**config.mk**
```make
export PLATFORM = sky130hd
export DESIGN_NAME = panel_ctrl
export DESIGN_NICKNAME = d
export VERILOG_FILES = /design/src/rtl/panel_ctrl.v
export VERILOG_INCLUDE_DIRS = /design/src /design/src/rtl
export SDC_FILE = /design/constraint.sdc
export NUM_CORES = 1
export LEC_CHECK = 0
export BUFFER_PORTS_ARGS = -buffer_cell sky130_fd_sc_hd__buf_2
export CAP_MARGIN = 20
export CELL_PAD_IN_SITES_DETAIL_PLACEMENT = 1
export CELL_PAD_IN_SITES_GLOBAL_PLACEMENT = 1
export CORE_MARGIN = 8
export CORE_UTILIZATION = 46
export CTS_BUF_LIST = sky130_fd_sc_hd__clkbuf_2
export CTS_CLUSTER_SIZE = 20
export DETAILED_ROUTE_END_ITERATION = 7
export GPL_TIMING_DRIVEN = 0
export PLACE_DENSITY = 0.81
export RECOVER_POWER = 25
export SYNTH_ARGS = -nofsm -noshare
export SYNTH_HDL_FRONTEND = slang
export SYNTH_SLANG_ARGS = --single-unit
```
**constraint.sdc**
```tcl
create_clock -name hclk -period 5.8 [get_ports hclk]
set_input_delay 0 -clock hclk [delete_from_list [all_inputs] [get_ports hclk]]
set_output_delay 0 -clock hclk [all_outputs]
set_load 0.01 [all_outputs]
```
**src/rtl/panel_ctrl_defines.vh**
```
`ifndef PANEL_CTRL_DEFINES_VH
`define PANEL_CTRL_DEFINES_VH

// ****************************************************************
// register map, byte addresses
// ****************************************************************
`define A_SECURITY 8'h00
`define A_KEYPROT 8'h04
`define A_RESET_MV 8'h08
`define A_AUTO_MV 8'h0c
`define A_CONTROL 8'h10
`define A_STATUS 8'h14
`define A_MODE_REQ 8'h18
`define A_STEPS 8'h1c
`define A_CUR_STEP 8'h20

// ****************************************************************
// field positions and reset values
// ****************************************************************
`define CTL_KEYS_SW 0
`define CTL_AT_START 1
`define CTL_AT_DONE 2
`define SEC_RESET 3'h1
`define KP_RESET 2'h0
`define RESET_MV_DEF 12'sh000
`define MV_MIN 12'shfce
`define MV_MAX 12'sh41a
`define STEPS_DEF 5'h08

// ****************************************************************
// timing
// ****************************************************************
`define CLK_HZ 125000000
`define TICK_HZ 100
`define HOLD_RUN_MS 1000
`define HOLD_RST_MS 2000
`define HOLD_PROT_MS 1000
`define HOLD_MAN_MS 1000
`define MV_DELAY_MS 2000

// ****************************************************************
// display modes
// ****************************************************************
`define MODE_LEVEL0 3'h0
`define MODE_PROGRAM 3'h1
`define MODE_LEVEL1 3'h2
`define MODE_LEVEL2 3'h3
`define MODE_SETUP 3'h4
`define MODE_EXPANSION 3'h5
`define MODE_OPTION 3'h6
`define MODE_CALIB 3'h7
`endif

```
**src/rtl/panel_ctrl.v**
```verilog
// Summary of operation
// - security 0 lets every parameter mode be entered and changed.
// - security 5 allows only level 0 mode, menu hidden.
// - security 6 allows only monitoring process value and set point.
// - key protect 1 blocks auto/manual, 2 run/reset, 3 both.
// - key protect resets to zero, both keys usable.
// - mode plus run/reset held one second leaves protect mode to level 0.
// - reset to run needs run/reset held one second.
// - run to reset needs run/reset held two seconds.
// - reset indicator lamp lit whenever in reset state.
// - reset requests ignored while auto tuning runs.
// - during reset output is the reset value, -5.0..105.0%, default 0.0%.
// - reset in manual mode keeps the manual value.
// - no limiters act on the reset value.
// - step count cut to or below current step while running ends the program.
// - two keys held one second toggle manual; exit goes to level 0.
// - program timing keeps advancing in manual mode.
// - manual mode suspends automatic display return.
// - manual up/down value applies after a two-second delay.
// - manual/auto switch while running ramps from the old output to the new value; in reset it jumps to the reset value.
// - after power loss in manual, manual resumes at the saved value.
// - 40% tuning start flashes the lamp; done clears lamp and parameter.
`timescale 1ns/100ps
`include "panel_ctrl_defines.vh"
module panel_ctrl #(
    parameter integer CLK_HZ = `CLK_HZ,
    parameter integer TICK_HZ = `TICK_HZ
) (
    input wire hclk,
    input wire hresetn,
    input wire hsel,
    input wire [31:0] haddr,
    input wire [1:0] htrans,
    input wire hwrite,
    input wire [2:0] hsize,
    input wire hready,
    input wire [31:0] hwdata,
    output reg [31:0] hrdata,
    output reg hreadyout,
    output reg hresp,
    input wire key_mode,
    input wire key_run_reset,
    input wire key_auto_manual,
    input wire key_up,
    input wire key_down,
    input wire manual_restore,
    input wire [11:0] manual_restore_mv,
    output reg reset_indicator_lamp,
    output reg auto_tuning_lamp,
    output reg manual_mode,
    output reg program_run,
    output reg step_advance_en,
    output reg menu_visible,
    output reg display_autoreturn_en,
    output reg protect_mode,
    output reg [11:0] manipulated_variable
);

    // ****************************************************************
    // derived timing
    // ****************************************************************
    localparam integer TICK_DIV = CLK_HZ / TICK_HZ;
    // hold thresholds count ticks of the nominal rate; a faster TICK_HZ
    // only compresses time for simulation and keeps the counters small
    localparam integer T_RUN = (`HOLD_RUN_MS * `TICK_HZ + 999) / 1000;
    localparam integer T_RST = (`HOLD_RST_MS * `TICK_HZ + 999) / 1000;
    localparam integer T_PROT = (`HOLD_PROT_MS * `TICK_HZ + 999) / 1000;
    localparam integer T_MAN = (`HOLD_MAN_MS * `TICK_HZ + 999) / 1000;
    localparam integer T_MVD = (`MV_DELAY_MS * `TICK_HZ + 999) / 1000;
    localparam ST_RESET = 2'h0;
    localparam ST_RUN = 2'h1;
    localparam ST_AT = 2'h2;

    // ****************************************************************
    // tick divider
    // ****************************************************************
    reg [23:0] div_q;
    reg tick_q;
    always @(posedge hclk or negedge hresetn) begin
        if (!hresetn) begin
            div_q <= 24'h000000;
            tick_q <= 1'b0;
        end else if (div_q == TICK_DIV[23:0] - 24'h000001) begin
            div_q <= 24'h000000;
            tick_q <= 1'b1;
        end else begin
            div_q <= div_q + 24'h000001;
            tick_q <= 1'b0;
        end
    end

    // ****************************************************************
    // registers
    // ****************************************************************
    reg [2:0] security_q;
    reg [1:0] keyprot_q;
    reg signed [11:0] reset_mv_q;
    reg signed [11:0] auto_mv_q;
    reg [2:0] mode_req_q;
    reg [2:0] mode_q;
    reg [4:0] steps_q;
    reg [4:0] cur_step_q;
    reg keys_sw_q;
    reg at_req_q;
    reg at_done_q;
    reg [1:0] state_q;
    reg [7:0] addr_q;
    reg wr_q;
    reg rd_q;

    // access allowed per security level; reads keep working
    function mode_ok;
        input [2:0] sec;
        input [2:0] m;
        begin
            case (sec)
                3'h0: mode_ok = 1'b1;
                3'h1: mode_ok = (m != `MODE_CALIB);
                3'h2: mode_ok = (m <= `MODE_SETUP);
                3'h3: mode_ok = (m <= `MODE_LEVEL2);
                3'h4: mode_ok = (m <= `MODE_LEVEL1);
                3'h5: mode_ok = (m == `MODE_LEVEL0);
                default: mode_ok = 1'b0;
            endcase
        end
    endfunction

    wire setting_wr = wr_q && (security_q < 3'h6);
    wire [11:0] wv = hwdata[11:0];
    wire wv_ok = ($signed(wv) >= `MV_MIN) && ($signed(wv) <= `MV_MAX);

    always @(posedge hclk or negedge hresetn) begin
        if (!hresetn) begin
            addr_q <= 8'h00;
            wr_q <= 1'b0;
            rd_q <= 1'b0;
            hreadyout <= 1'b1;
            hresp <= 1'b0;
            hrdata <= 32'h00000000;
        end else begin
            hreadyout <= 1'b1;
            hresp <= 1'b0;
            wr_q <= 1'b0;
            rd_q <= 1'b0;
            if (hsel && hready && htrans[1]) begin
                addr_q <= haddr[7:0];
                wr_q <= hwrite;
                rd_q <= !hwrite;
                // one wait state per read, so a write finishing in the
                // same edge is already visible to the read
                if (!hwrite)
                    hreadyout <= 1'b0;
            end
            if (rd_q) begin
                case (addr_q)
                    `A_SECURITY: hrdata <= {29'h0, security_q};
                    `A_KEYPROT: hrdata <= {30'h0, keyprot_q};
                    `A_RESET_MV: hrdata <= {20'h0, reset_mv_q};
                    `A_AUTO_MV: hrdata <= {20'h0, auto_mv_q};
                    `A_CONTROL: hrdata <= {29'h0, at_done_q, at_req_q,
                                           keys_sw_q};
                    `A_STATUS: hrdata <= {24'h0, mode_q, state_q,
                                          manual_mode, protect_mode,
                                          reset_indicator_lamp};
                    `A_MODE_REQ: hrdata <= {29'h0, mode_req_q};
                    `A_STEPS: hrdata <= {27'h0, steps_q};
                    `A_CUR_STEP: hrdata <= {27'h0, cur_step_q};
                    default: hrdata <= 32'h00000000;
                endcase
            end
        end
    end

    // ****************************************************************
    // key hold counters
    // ****************************************************************
    wire combo_prot = key_mode && key_run_reset;
    wire combo_man = key_mode && key_auto_manual;
    wire run_only = key_run_reset && !key_mode;
    reg [7:0] hold_run_q;
    reg [7:0] hold_prot_q;
    reg [7:0] hold_man_q;
    reg run_done_q;
    reg prot_done_q;
    reg man_done_q;

    always @(posedge hclk or negedge hresetn) begin
        if (!hresetn) begin
            hold_run_q <= 8'h00;
            hold_prot_q <= 8'h00;
            hold_man_q <= 8'h00;
        end else begin
            if (!run_only)
                hold_run_q <= 8'h00;
            else if (tick_q && hold_run_q != 8'hff)
                hold_run_q <= hold_run_q + 8'h01;
            if (!combo_prot)
                hold_prot_q <= 8'h00;
            else if (tick_q && hold_prot_q != 8'hff)
                hold_prot_q <= hold_prot_q + 8'h01;
            if (!combo_man)
                hold_man_q <= 8'h00;
            else if (tick_q && hold_man_q != 8'hff)
                hold_man_q <= hold_man_q + 8'h01;
        end
    end

    // ****************************************************************
    // operating state, modes, manual value
    // ****************************************************************
    reg signed [11:0] man_mv_q;
    reg signed [11:0] man_pend_q;
    reg [7:0] mvd_q;
    reg pend_q;
    reg [7:0] flash_q;
    reg run_key_ok;
    reg am_key_ok;
    always @* begin
        run_key_ok = !keyprot_q[1];
        am_key_ok = !keyprot_q[0];
    end

    always @(posedge hclk or negedge hresetn) begin
        if (!hresetn) begin
            security_q <= `SEC_RESET;
            keyprot_q <= `KP_RESET;
            reset_mv_q <= `RESET_MV_DEF;
            auto_mv_q <= 12'sh000;
            mode_q <= `MODE_LEVEL0;
            mode_req_q <= `MODE_LEVEL0;
            steps_q <= `STEPS_DEF;
            cur_step_q <= 5'h00;
            keys_sw_q <= 1'b0;
            at_req_q <= 1'b0;
            at_done_q <= 1'b0;
            state_q <= ST_RESET;
            run_done_q <= 1'b0;
            prot_done_q <= 1'b0;
            man_done_q <= 1'b0;
            man_mv_q <= 12'sh000;
            man_pend_q <= 12'sh000;
            mvd_q <= 8'h00;
            pend_q <= 1'b0;
            flash_q <= 8'h00;
            manual_mode <= 1'b0;
            protect_mode <= 1'b0;
        end else begin
            if (tick_q)
                flash_q <= flash_q + 8'h01;
            if (manual_restore) begin
                manual_mode <= 1'b1;
                man_mv_q <= manual_restore_mv;
            end
            if (setting_wr) begin
                case (addr_q)
                    `A_SECURITY: if (hwdata[2:0] <= 3'h6)
                        security_q <= hwdata[2:0];
                    `A_KEYPROT: keyprot_q <= hwdata[1:0];
                    `A_RESET_MV: if (wv_ok) reset_mv_q <= wv;
                    `A_AUTO_MV: auto_mv_q <= wv;
                    `A_MODE_REQ: begin
                        mode_req_q <= hwdata[2:0];
                        if (mode_ok(security_q, hwdata[2:0]) &&
                            !manual_mode)
                            mode_q <= hwdata[2:0];
                    end
                    `A_STEPS: begin
                        steps_q <= hwdata[4:0];
                        if (state_q != ST_RESET &&
                            hwdata[4:0] <= cur_step_q)
                            state_q <= ST_RESET;
                    end
                    `A_CUR_STEP: cur_step_q <= hwdata[4:0];
                    `A_CONTROL: begin
                        keys_sw_q <= hwdata[`CTL_KEYS_SW];
                        if (hwdata[`CTL_AT_START] && state_q == ST_RUN) begin
                            at_req_q <= 1'b1;
                            state_q <= ST_AT;
                        end
                    end
                    default: ;
                endcase
            end
            if (at_done_q && state_q == ST_AT) begin
                at_req_q <= 1'b0;
                state_q <= ST_RUN;
            end
            at_done_q <= setting_wr && addr_q == `A_CONTROL &&
                         hwdata[`CTL_AT_DONE];
            // one action per hold, re-armed on release
            if (!run_only)
                run_done_q <= 1'b0;
            else if (!run_done_q && run_key_ok) begin
                if (state_q == ST_RESET && hold_run_q >= T_RUN[7:0]) begin
                    state_q <= ST_RUN;
                    run_done_q <= 1'b1;
                end else if (state_q == ST_RUN &&
                             hold_run_q >= T_RST[7:0]) begin
                    state_q <= ST_RESET;
                    run_done_q <= 1'b1;
                end
            end
            // in ST_AT neither branch matches, so tuning cannot be reset by the run/reset key
            if (!combo_prot)
                prot_done_q <= 1'b0;
            else if (!prot_done_q && hold_prot_q >= T_PROT[7:0]) begin
                prot_done_q <= 1'b1;
                protect_mode <= !protect_mode;
                mode_q <= `MODE_LEVEL0;
            end
            if (!combo_man)
                man_done_q <= 1'b0;
            else if (!man_done_q && am_key_ok &&
                     hold_man_q >= T_MAN[7:0]) begin
                man_done_q <= 1'b1;
                manual_mode <= !manual_mode;
                mode_q <= `MODE_LEVEL0;
                if (!manual_mode)
                    man_mv_q <= manipulated_variable;
            end
            if (manual_mode && (key_up || key_down) && tick_q) begin
                if (key_up && man_pend_q < `MV_MAX)
                    man_pend_q <= man_pend_q + 12'sh001;
                else if (key_down && man_pend_q > `MV_MIN)
                    man_pend_q <= man_pend_q - 12'sh001;
                pend_q <= 1'b1;
                mvd_q <= 8'h00;
            end else if (pend_q && tick_q) begin
                if (mvd_q >= T_MVD[7:0] - 8'h01) begin
                    man_mv_q <= man_pend_q;
                    pend_q <= 1'b0;
                end else
                    mvd_q <= mvd_q + 8'h01;
            end else if (!pend_q)
                man_pend_q <= man_mv_q;
        end
    end

    // ****************************************************************
    // outputs
    // ****************************************************************
    wire signed [11:0] target = manual_mode ? man_mv_q :
        (state_q == ST_RESET) ? reset_mv_q : auto_mv_q;
    always @(posedge hclk or negedge hresetn) begin
        if (!hresetn) begin
            manipulated_variable <= 12'sh000;
            reset_indicator_lamp <= 1'b1;
            auto_tuning_lamp <= 1'b0;
            program_run <= 1'b0;
            step_advance_en <= 1'b0;
            menu_visible <= 1'b1;
            display_autoreturn_en <= 1'b1;
        end else begin
            if (manipulated_variable == target)
                manipulated_variable <= target;
            else if (tick_q && $signed(manipulated_variable) < target)
                manipulated_variable <= manipulated_variable + 12'h001;
            else if (tick_q)
                manipulated_variable <= manipulated_variable - 12'h001;
            // the reset value bypasses the ramp and every limiter
            if (state_q == ST_RESET && !manual_mode)
                manipulated_variable <= reset_mv_q;
            // a power-on restore resumes at the saved value, not ramped
            if (manual_restore)
                manipulated_variable <= manual_restore_mv;
            reset_indicator_lamp <= (state_q == ST_RESET);
            auto_tuning_lamp <= at_req_q && flash_q[4];
            program_run <= (state_q != ST_RESET);
            step_advance_en <= (state_q != ST_RESET);
            menu_visible <= (security_q < 3'h5) && !manual_mode;
            display_autoreturn_en <= !manual_mode;
        end
    end
endmodule

```
After elaboration in Yosys (flattened, before gate mapping)
Cells that the tools add are included.
{ "word_totals": {"register_bits": 205, "latch_bits": 0, "mem_bits_rw": 0, "mem_bits_ro": 0, "out_inout_bits": 54, "elab_cells": 235, "mem_count": 0} }
{ "classes": {"add_sub_neg": 10, "mul": 0, "div_mod_pow": 0, "n_lt_le_gt_ge": 17, "n_eq_ne": 32, "n_shift": 0, "n_mux": 72, "bitwise_logic": 0, "n_reduce_logical": 66} }
{ "ops": {"columns": ["cell", "n"], "rows": [
  ["$mux 12", 19],
  ["$pmux 12 s9", 1],
  ["$mux 8", 9],
  ["$add 8x1->8 const B", 5],
  ["$eq 8x5->1 const B", 4],
  ["$logic_and 1x1->1", 31],
  ["$mux 1", 25],
  ["$add 24x1->24 const B", 1],
  ["$eq 24x21->1 const B", 1],
  ["$ge 8x7->1 const B", 3],
  ["$mux 24", 1],
  ["$ne 8x8->1 const B", 3],
  ["$mux 3", 7],
  ["$reduce_and 2->1", 10],
  ["$eq 8x4->1 const B", 2],
  ["$ge 8x8->1 const B", 2],
  ["$mux 2", 8],
  ["$ne 2x1->1 const B", 7],
  ["$add 12x1->12 const B", 1],
  ["$add 12x2->12 const B", 1],
  ["$eq 12x12->1", 1],
  ["$ge 12x7->1 const B", 1],
  ["$gt 12x7->1 const B", 1],
  ["$le 12x12->1 const B", 1],
  ["other kinds (28)", 52]
]} }

Logic depth before layout (Yosys ltp)
Gate-level depths: netlist of the first run.
{ "logic_depth": {"depth_word": 12, "ltp_mapped": 20, "depth_no_buf": 18} }

Worst setup path before layout of the first run
OpenSTA, ideal clock, no wires.
{ "synth_path": {"path_kind": "reg-to-reg", "start": "reg manual_mode", "end": "reg manipulated_variable[10]", "setup_ns": 0.119, "t_arrival_ns": 4.473, "required_time_ns": 5.681, "slack_ns": 1.208, "path_stages_with_launch": 19, "n_path_buf": 4, "period_less_slack_ns": 4.592, "cell_sequence": "dfrtp_1 -> buf_2 -> clkbuf_1 -> buf_1 -> buf_1 -> a21oi_1 -> ha_1 -> a21oi_1 -> nor2b_1 -> o31a_1 -> o41a_1 -> fa_1 -> a21o_1 -> a21oi_1 -> o21ai_0 -> a31o_2 -> a211oi_1 -> a31oi_1 -> o21a_1"} }
{ "synth_via": {"elab_chain_cells": 7, "elab_cells_between_ends": 11} }
{ "synth_rtl": {"columns": ["element", "line_no", "text"], "rows": [
  ["from (decl)", "panel_ctrl.v:50", "output reg manual_mode,"],
  ["from (signal assigned)", "panel_ctrl.v:316", "manual_mode <= !manual_mode;"],
  ["$mux 12", "panel_ctrl.v:342", "wire signed [11:0] target = manual_mode ? man_mv_q :"],
  ["$lt 12x12->1", "panel_ctrl.v:356", "else if (tick_q && $signed(manipulated_variable) < target)"],
  ["$logic_and 1x1->1", "panel_ctrl.v:356", null],
  ["$mux 12", "panel_ctrl.v:356", null],
  ["$mux 12", "panel_ctrl.v:354", "if (manipulated_variable == target)"],
  ["$mux 12", "panel_ctrl.v:361", "if (state_q == ST_RESET && !manual_mode)"],
  ["$mux 12", "panel_ctrl.v:364", "if (manual_restore)"],
  ["to (signal assigned)", "panel_ctrl.v:355", "manipulated_variable <= target;"],
  ["to (signal assigned)", "panel_ctrl.v:357", "manipulated_variable <= manipulated_variable + 12'h001;"],
  ["to (signal assigned)", "panel_ctrl.v:362", "manipulated_variable <= reset_mv_q;"],
  ["to (decl)", "panel_ctrl.v:56", "output reg [11:0] manipulated_variable"]
]} }
Several ways; a longest one is shown, not always the timed one.
A chain may end at the register's enable or synchronous reset.

Worst setup path after layout of the first run
{ "layout_path": {"start": "reg manual_mode", "end": "reg manipulated_variable[0]"} }
Same word-level chain as after synthesis.

==> results of run 1 <==
[per-stage QoR]
stage	util	TNS, ps	power [uW]
after floorplan	-	0	1740
after global placement	0.504	-18.3	1910
after detailed placement	0.506	-182	1930
after CTS	0.557	0	2680
after global routing	0.556	0	2800
final	0.556	0	2670
[cell type report]
cell class / instances / area [sq um]
flip-flops and latches: 182 / 4560
fillers: 2631 / 10000
inverters: 44 / 165
multi-input cells: 846 / 5550
diodes: 2 / 5.00
repair buffers: 165 / 1280
clock inverters: 14 / 158
clock buffers: 18 / 90.1
well taps: 285 / 357
plain buffers: 62 / 374
[metal layers]
layer  vias to the layer above  wire length (microns)
met5                         -                     13
met4                         2                    944
met3                        73                   1480
met2                       235                  16000
met1                      4753                  14100
li1                       4353                      -
[what timing repair did]
item,in CTS,in global routing
hold buffers,89,0
endpoints found under the hold margin,305,0
setup endpoints to repair,2,10
gates resized for setup,1,3
[path summary, 6_finish.rpt]
path                                           end  cells past startpoint  slack (ps)
hold reg to reg                          div_q[11]                      1         500
max in group asynchronous              man_mv_q[1]                      4        1110
setup reg to reg           manipulated_variable[0]                     16         270
hold / removal             manipulated_variable[8]                      4         100
min in group asynchronous             menu_visible                      3         540
setup / recovery           manipulated_variable[0]                     16         270
[critical path: stages (launching register included)]
cell and delay, ps:
dfrtp_1 470, buf_2 280, clkbuf_1 420, clkbuf_2 390, clkbuf_2 350, a21oi_1 130
ha_1 330, nand4_1 250, nor3_4 470, clkbuf_1 500, nor2_1 120, a211oi_1 260
nor3_1 80, a211oi_1 220, dlygate4sd3_1 590, a21oi_1 40, dlygate4sd3_1 580
[power by group through the flow]
stage               Combinational [uW]  Sequential (uW)  Clock, uW
floorplan                          336             1400          0
global placement                   489             1420          0
detailed placement                 511             1420          0
CTS                                580             1400        694
global route                       650             1410        733
finish                             590             1410        675
[synthesized netlist by cell type (11+ instances only)]
cell type | number | area, sq um
xnor2_1 | 31 | 272
ha_1 | 47 | 588
a21oi_1 | 93 | 465
inv_1 | 41 | 154
xor2_1 | 34 | 298
mux2i_1 | 23 | 230
nor3_1 | 19 | 95.1
nor2_1 | 121 | 454
o21ai_0 | 69 | 345
mux2_2 | 51 | 574
a211oi_1 | 12 | 90.1
dfrtp_1 | 176 | 4400
nand2_1 | 103 | 387
nand4_1 | 19 | 119
clkbuf_1 | 24 | 90.1
a22oi_1 | 11 | 82.6
nand3_1 | 25 | 125
buf_4 | 24 | 180
o22ai_1 | 16 | 100
[flip-flops by register name (all words and copies together) (netlist names), 5 cells and up]
register,count
steps_q,5
hold_man_q,8
hrdata,12
reset_mv_q,12
div_q,24
cur_step_q,5
hold_run_q,8
manipulated_variable,12
auto_mv_q,12
addr_q,8
man_pend_q,12
man_mv_q,12
flash_q,5
mvd_q,8
hold_prot_q,8
[kinds of logic after synthesis]
kind of cell    Yosys count
flops                   182
other cells               1
fa+ha+maj                50
xor+xnor                 65
buf+inv                 107
compound gates          280
simple gates            353
mux                      77
[cell usage in the layout (no fill, tap or decap), types with 21 or more instances in the layout]
cell / netlist / routed
clkbuf_1: 24 / 25
xor2_1: 34 / 34
mux2_2: 51 / 51
o21ai_0: 69 / 69
nand2_1: 103 / 103
conb_1: 1 / 21
dlygate4sd3_1: 0 / 88
a21oi_1: 93 / 93
inv_1: 41 / 41
nor2_1: 121 / 121
dfrtp_1: 176 / 176
buf_2: 5 / 79
ha_1: 47 / 47
xnor2_1: 31 / 31
mux2i_1: 23 / 23
buf_4: 24 / 24
nand3_1: 25 / 25
==> out/qor.csv, run 1 <==
stage,metric,value,unit
synthesis,Cells after Synth,1115,
critical_path,Worst Setup Start Kind,flip-flop,
layout,P&R area growth vs syn,18.6,%
clocking,clock latency at the later pin of the worst-skew pair,810,ps
timing,RSZ-0062 raised after global routing,no,
floorplanning,# rows,55,
timing,Tcrit/Tclk final,0.954,
critical_path,"Max FO, Critical Path",10,
hold_path,Worst Hold Class,in2reg,
clocking,Post-CTS Setup Bufs,0,
route,Residual DRC,0,
synthesis,asr flop ratio synth,1.00,
timing,"Hold Vio Cnt, Final",0,
clocking,clock-pin transition on the worst setup and hold timing paths,290,ps
synthesis,sequential area share after synthesis,0.431,
floorplanning,Ports,146,
run_status,status,"complete, but fails checks",
power_and_ir_drop,internal power,1740,uW
placed_design,GPL Wtd Cong,0.890,
global_routing,first-pass GRT wire length,53.4,mm
power_and_ir_drop,maximum vdd drop,116,uV
critical_path,reg2reg start,manual_mode,
floorplanning,Core Region,0.0226,sq mm
placed_design,placed insts,1496,
power_and_ir_drop,Reg power frac,0.526,
power_and_ir_drop,P_sw,931,uW
run_status,failing checks,"max-capacitance violations, max-slew violations",
floorplanning,die height,168,microns
timing,Max Freq,181,MHz
timing,final setup fails,0,
synthesis,mapped cell area,0.0106,sq mm
timing,Hold WS,97.2,ps
synthesis,largest family of logic cells by synthesized area,compound AO/OA/AOI/OAI gates,
layout,Post-Layout Cell Count,1618,
synthesis,simple-gate area share of the yosys netlist,0.157,
placed_design,placed inst area,0.0114,sq mm
global_routing,GRT met3 Usage,0.0421,
floorplanning,die footprint,0.0281,sq mm
power_and_ir_drop,PD cells,213,mW/mm^2
power_and_ir_drop,Switching Share,0.349,
synthesis,Post-synth EDFFs,0,
timing,post-route setup slack,267,ps
synthesis,synth warn,0,
layout,share of cells above drive strength 1,0.169,
route,DRT iter0 DRCs,521,
layout,cell area after layout,0.0125,sq mm
route,iteration count of the initial detailed-routing pass,5,
global_routing,gr busiest metal,met2,
global_routing,number of global-route vias before repair,9984,
timing,Worst-Margin Slew,4100,ps
synthesis,syn avg cell area,9.48,sq um
global_routing,M1 GR Usage,0.292,
critical_path,WP data arrival,6240,ps
clocking,clk sink count,182,
timing,Pins Over Slew Limit,178,
route,ANT nets after route,0,
route,final WL,32.5,mm
hold_path,Hold Startpoint,manual_restore_mv[8],
clocking,CTS tree,yes,
route,Via density,5.82,
power_and_ir_drop,Lkg Pwr,0.00569,uW
route,via count,9416,
synthesis,Most used DFF post-synth,dfrtp_1,
synthesis,Adder-Cell Fraction of Synth Area,0.0604,
synthesis,xor and xnor area share after synthesis,0.0538,
critical_path,crit path kind,reg2reg,
clocking,CTS buffer count,17,
job,total of max-cap violations,2,
clocking,H-Tree Level Count,4,
route,Routed WL per cell,20.1,microns
critical_path,Crit. Startpoint,manual_mode,
placed_design,IO buf count,75,
clocking,worst-case clock buffer depth,2,
layout,Layout Nets,1459,
floorplanning,Initial Util,0.468,
global_routing,GRT overflow,0,
power_and_ir_drop,clock power share,0.253,
global_routing,largest net degree at the start of global routing,91,
timing,Setup Skew,58.2,ps
placed_design,Setup WS pre-CTS,-129,ps
floorplanning,die width,168,microns
clocking,CTS Root Cell,clkbuf_2,
timing,slew margin rel.,-1.73,
synthesis,Synth Area in Compound Gates,0.164,
timing,min Tclk post-route,5530,ps
power_and_ir_drop,combinational power share,0.221,
global_routing,GRT Util Overall,0.233,
global_routing,initial antenna violation count,3,
critical_path,"Data required, critical path",6510,ps
placed_design,placed wire-length estimate,22.6,mm
synthesis,post-synthesis mux area share,0.0818,
critical_path,Worst Setup End Kind,flip-flop,
global_routing,met2 Usage GRT,0.397,
synthesis,#FFs+latches synth,182,
synthesis,post-synthesis cell type count,84,
Power figures use the tool's default switching activity.
==> run 2, diff against run 1 <==
- CORE_UTILIZATION: 46 -> 50
- PLACE_DENSITY: 0.81 -> 0.88
- clock period: 5.8 -> 7.14 ns (I/O delays scaled with it)
==> run 2 against run 1 <==
  * The run still ends with max-capacitance violations, max-slew violations left
  * Flip-flop and latch count is the same
  * Combinational power shrank 14%
  * Critical path depth grew 3
  * Register-to-register slack lost 30 ps
  * Non-clock buffer count grew 4
  * Largest power group unchanged
==> out/qor.csv, run 2 (synthesis gave the netlist of run 1 again) <==
stage,metric,value,unit
floorplanning,Initial Util,0.506,
timing,final setup fails,0,
global_routing,largest net degree at the start of global routing,98,
clocking,Post-CTS Setup Bufs,0,
critical_path,"Max FO, Critical Path",13,
clocking,clock-pin transition on the worst setup and hold timing paths,330,ps
placed_design,placed insts,1486,
route,Routed WL per cell,23.3,microns
global_routing,GRT overflow,0,
critical_path,"Data required, critical path",7920,ps
layout,most frequent cells in the layout,"dfrtp_1 (176), nor2_1 (121), nand2_1 (103)",
route,final WL,37.5,mm
clocking,clk sink count,182,
timing,RSZ-0062 raised after global routing,no,
floorplanning,Ports,146,
clocking,worst-case clock buffer depth,2,
critical_path,R2R cell count,19,
layout,"Most flops, register",div_q,
power_and_ir_drop,Lkg Pwr,0.00568,uW
clocking,H-Tree Level Count,4,
critical_path,Worst Setup Start Kind,flip-flop,
layout,Layout Nets,1463,
route,DRT iter0 DRCs,782,
route,via count,10000,
floorplanning,die width,161,microns
layout,final core occ,0.600,
timing,Tcrit/Tclk final,0.967,
floorplanning,# rows,53,
global_routing,first-pass GRT wire length,59.6,mm
run_status,status,"complete, but fails checks",
timing,Setup Skew,72.3,ps
hold_path,Worst Hold Class,in2reg,
placed_design,placed inst area,0.0114,sq mm
clocking,CTS tree,yes,
route,ANT nets after route,0,
hold_path,Hold Path Stages,4,
clocking,CTS buffer count,17,
critical_path,Worst Setup End Kind,flip-flop,
floorplanning,die footprint,0.0261,sq mm
layout,Post-Layout Cell Count,1611,
power_and_ir_drop,PD cells,178,mW/mm^2
job,total of max-cap violations,2,
layout,P&R area growth vs syn,18.6,%
critical_path,WP data arrival,7690,ps
clocking,CTS Root Cell,clkbuf_2,
timing,"Hold Vio Cnt, Final",0,
route,Residual DRC,0,
global_routing,number of global-route vias before repair,10900,
placed_design,GPL Wtd Cong,0.884,
floorplanning,Core Region,0.0209,sq mm
floorplanning,die height,161,microns
timing,min Tclk post-route,6900,ps
clocking,PostCTS Resize Cnt,0,
layout,filler cell count,2448,
layout,cell area after layout,0.0125,sq mm
placed_design,IO buf count,75,
global_routing,initial antenna violation count,1,
critical_path,crit path kind,reg2reg,
global_routing,GRT Util Overall,0.288,
timing,Pins Over Slew Limit,179,
route,iteration count of the initial detailed-routing pass,6,
run_status,failing checks,"max-capacitance violations, max-slew violations",
layout,max reg flops,24,
clocking,hold buffer count at cts,90,
timing,total negative setup slack,0,ps
power_and_ir_drop,Final Total Pwr,2230,uW
power_and_ir_drop,maximum vdd drop,116,uV
timing,Worst-Margin Slew,5360,ps
timing,Max Freq,145,MHz
layout,"most common cell after layout, fill and taps aside",dfrtp_1,
route,Via density,6.23,
timing,slew margin rel.,-2.57,
layout,share of cells above drive strength 1,0.166,
placed_design,placed wire-length estimate,23.0,mm
clocking,clock latency at the later pin of the worst-skew pair,860,ps
## run 2: changes by cell type in the layout (fill, tap and decap cells not counted), moves of 2 or more
cell	delta
dlygate4sd3_1	+3
clkinv_8	-3
clkinv_4	+2
clkbuf_2	-3
buf_1	+3
clkbuf_1	+2
## run 2: final cells by class
| cell class | count | area [sq um] | area share |
|---|---|---|---|
| repair buffers | 168 | 1290 | 0.103 |
| inverters | 44 | 165 | 0.0132 |
| diodes | 1 | 2.50 | 0.000200 |
| clock inverters | 15 | 163 | 0.0130 |
| clock buffers | 17 | 85.1 | 0.00679 |
| flip-flops and latches | 182 | 4560 | 0.364 |
| multi-input cells | 846 | 5550 | 0.442 |
| plain buffers | 63 | 375 | 0.0299 |
| well taps | 275 | 344 | 0.0275 |
## run 2: stage by stage
step	setup slack [ps]	hold WS, ps
after floorplan	2550	-296
after global placement	1410	233
after detailed placement	1150	111
after CTS	937	7.76
after global routing	104	8.93
final	235	38.1
## run 2: power breakdown
group | total, uW | switching [uW] | internal, uW | leakage (uW)
registers | 1150 | 72.1 | 1080 | 0.00234
logic | 505 | 279 | 226 | 0.00320
clock network | 580 | 437 | 143 | 0.000147
## run 2: worst paths after layout
path / startpoint / endpoint / slack (ps)
worst max-delay path: manual_mode / manipulated_variable[7] / 240
min in group asynchronous: hresetn / hreadyout / 520
worst min register to register: div_q[23] / div_q[23] / 490
worst max register to register: manual_mode / manipulated_variable[7] / 240
worst min-delay path: manual_restore_mv[8] / manipulated_variable[8] / 40
max in group asynchronous: hresetn / reset_mv_q[5] / 1470
## run 2: per-layer routing
layer	vias up	GRT usage	share of wire
li1	4356	-	-
met2	495	0.496	0.50
met5	-	0	0
met4	0	0.156	0.053
met3	186	0.0590	0.065
met1	4998	0.332	0.38
## run 2: worst max-delay path, cell delays in order (launching register included)
cell           delay, ps
dfrtp_1              470
buf_2                270
clkbuf_1             480
buf_1                550
buf_1                550
a21oi_1              110
a21oi_1              230
ha_1                 300
and4b_1              230
or3_1                350
o221ai_1             190
o41a_1               680
ha_1                 400
a211oi_1             330
o21bai_1             190
o21ai_0              440
xnor2_1              180
o21ai_0              100
a31oi_1              190
dlygate4sd3_1        570
==> run 3, diff against run 2 <==
- CORE_UTILIZATION: 50 -> 46
- CTS_CLUSTER_SIZE: 20 -> 25
- PLACE_DENSITY: 0.88 -> 0.81
- clock period: 7.14 -> 7.59 ns (I/O delays scaled with it)
==> run 3 against run 2 <==
  * The run still ends with max-capacitance violations, max-slew violations left
  * Setup slack improved by 880 ps
  * Largest cell class unchanged
  * Global-route usage decreased by 5.4 points
  * Final area increased by 0.12%
==> out/qor.csv, run 3 (synthesis gave the netlist of run 1 again) <==
stage,metric,value,unit
critical_path,Max stage delay on crit path,640,ps
clocking,H-Tree Level Count,4,
route,Routed WL per cell,20.2,microns
floorplanning,Initial Util,0.468,
power_and_ir_drop,clock power share,0.252,
timing,RSZ-0062 raised after global routing,no,
job,total of max-cap violations,2,
clocking,clock-pin transition on the worst setup and hold timing paths,300,ps
timing,slew margin rel.,-2.37,
power_and_ir_drop,combinational power share,0.223,
run_status,failing checks,"max-capacitance violations, max-slew violations",
global_routing,first-pass GRT wire length,53.5,mm
power_and_ir_drop,Switching Share,0.348,
timing,"Hold Vio Cnt, Final",0,
power_and_ir_drop,Reg power frac,0.526,
hold_path,Hold Path Stages,3,
clocking,PostCTS Resize Cnt,0,
timing,min Tclk post-route,6480,ps
global_routing,met2 Usage GRT,0.401,
route,Via density,5.77,
global_routing,M1 GR Usage,0.291,
floorplanning,die height,168,microns
floorplanning,Core Region,0.0226,sq mm
layout,max reg flops,24,
timing,Worst-Margin Slew,5050,ps
clocking,worst-case clock buffer depth,2,
layout,share of cells above drive strength 1,0.166,
critical_path,WP data arrival,7180,ps
timing,Setup Skew,58.8,ps
global_routing,gr busiest metal,met2,
critical_path,"Max FO, Critical Path",13,
layout,most frequent cells in the layout,"dfrtp_1 (176), nor2_1 (121), nand2_1 (103)",
global_routing,largest net degree at the start of global routing,91,
clocking,clock latency at the later pin of the worst-skew pair,800,ps
power_and_ir_drop,PD cells,163,mW/mm^2
critical_path,R2R cell count,19,
critical_path,Bufs and invs on worst path,5,
critical_path,Worst path depth,19,
global_routing,GRT met3 Usage,0.0444,
run_status,status,"complete, but fails checks",
power_and_ir_drop,P_sw,711,uW
route,iteration count of the initial detailed-routing pass,5,
timing,final setup fails,0,
placed_design,placed wire-length estimate,22.6,mm
route,via count,9362,
route,ANT nets after route,0,
clocking,CTS tree,yes,
layout,filler cell count,2635,
hold_path,Worst Hold Class,in2reg,
route,Residual DRC,0,
route,final WL,32.7,mm
route,DRT iter0 DRCs,566,
critical_path,cell family with most CP delay,buffers and inverters,
timing,Tcrit/Tclk final,0.854,
power_and_ir_drop,internal power,1330,uW
power_and_ir_drop,Lkg Pwr,0.00568,uW
critical_path,slowest cell on the critical path,o41a_1,
global_routing,GRT Util Overall,0.234,
layout,Layout Nets,1463,
timing,Max Freq,154,MHz
global_routing,initial antenna violation count,3,
global_routing,GRT overflow,0,
power_and_ir_drop,maximum vdd drop,91.2,uV
floorplanning,die footprint,0.0281,sq mm
placed_design,Setup WS pre-CTS,1660,ps
floorplanning,die width,168,microns
floorplanning,Ports,146,
critical_path,Worst Setup Start Kind,flip-flop,
clocking,clk sink count,182,
critical_path,"Data required, critical path",8290,ps
layout,"most common cell after layout, fill and taps aside",dfrtp_1,
placed_design,IO buf count,75,
clocking,Post-CTS Setup Bufs,0,
global_routing,number of global-route vias before repair,9993,
clocking,CTS buffer count,17,
critical_path,Worst Setup End Kind,flip-flop,
placed_design,GPL Wtd Cong,0.890,
timing,post-route setup slack,1110,ps
layout,"Most flops, register",div_q,
critical_path,CP cell instances,buf_2 -> clkbuf_1 -> buf_1 -> buf_1 -> a21oi_1 -> a21oi_1 -> ha_1 -> and4b_1 -> or3_1 -> o221ai_1 -> o41a_1 -> ha_1 -> a211oi_1 -> o21bai_1 -> o21ai_0 -> xnor2_1 -> o21ai_0 -> a31oi_1 -> dlygate4sd3_1,
timing,Pins Over Slew Limit,178,
floorplanning,# rows,55,
clocking,CTS Root Cell,clkbuf_2,
critical_path,crit path kind,reg2reg,
timing,total negative setup slack,0,ps
layout,P&R area growth vs syn,18.7,%
run 3: final timing paths:
kind | startpoint | endpoint | slack, ps
min in group asynchronous | hresetn | hreadyout | 540
setup reg to reg | manual_mode | manipulated_variable[7] | 1110
max in group asynchronous | hresetn | auto_mv_q[4] | 2160
hold / removal | hwdata[4] | cur_step_q[4] | 100
setup / recovery | manual_mode | manipulated_variable[7] | 1110
hold reg to reg | div_q[11] | div_q[11] | 500
run 3: through the flow:
| step | cell area, sq um | util | total power, uW | cells | hold WS, ps |
|---|---|---|---|---|---|
| detailed placement | 11400 | 0.506 | 1480 | 1496 | 95.0 |
| global placement | 11400 | 0.504 | 1460 | 1495 | 234 |
| floorplan | 10600 | - | 1330 | 1135 | -296 |
| CTS | 12600 | 0.558 | 2050 | 1620 | 1.21 |
| finish | 12500 | 0.556 | 2040 | 1622 | 105 |
| global route | 12500 | 0.556 | 2140 | 1622 | 37.2 |
run 3: power by group through the flow:
stage / Sequential (uW) / Combinational (uW) / Clock, uW
floorplan: 1070 / 257 / 0
global placement: 1080 / 374 / 0
detailed placement: 1090 / 390 / 0
CTS: 1070 / 448 / 530
global route: 1080 / 500 / 560
finish: 1070 / 456 / 514
run 3: timing repair:
action                                  4_1_cts  5_1_grt
endpoints found under the setup margin        0        0
hold buffers                                 92        0
endpoints found under the hold margin       305        0
run 3: layout make-up:
| cell class | instances | area [sq um] | area share |
|---|---|---|---|
| inverters | 44 | 165 | 0.0132 |
| flip-flops and latches | 182 | 4560 | 0.364 |
| diodes | 2 | 5.00 | 0.000399 |
| plain buffers | 63 | 375 | 0.0299 |
| multi-input cells | 846 | 5550 | 0.442 |
| repair buffers | 168 | 1290 | 0.103 |
| well taps | 285 | 357 | 0.0284 |
| clock buffers | 18 | 90.1 | 0.00718 |
| clock inverters | 14 | 158 | 0.0126 |
run 3: worst reg2reg max path: stages (launching register included):
cell           delay (ps)
dfrtp_1               470
buf_2                 280
clkbuf_1              430
buf_1                 560
buf_1                 540
a21oi_1               100
a21oi_1               150
ha_1                  260
and4b_1               220
or3_1                 310
o221ai_1              170
o41a_1                640
ha_1                  380
a211oi_1              280
o21bai_1              180
o21ai_0               400
xnor2_1               150
o21ai_0               210
a31oi_1               110
dlygate4sd3_1         590
run 3: metal layers:
| layer | vias to the layer above | routed length, microns | part of all wire |
|---|---|---|---|
| li1 | 4345 | - | - |
| met1 | 4711 | 14200 | 0.43 |
| met2 | 226 | 16100 | 0.49 |
| met3 | 78 | 1460 | 0.045 |
| met4 | 2 | 878 | 0.027 |
| met5 | - | 13 | 0.00040 |
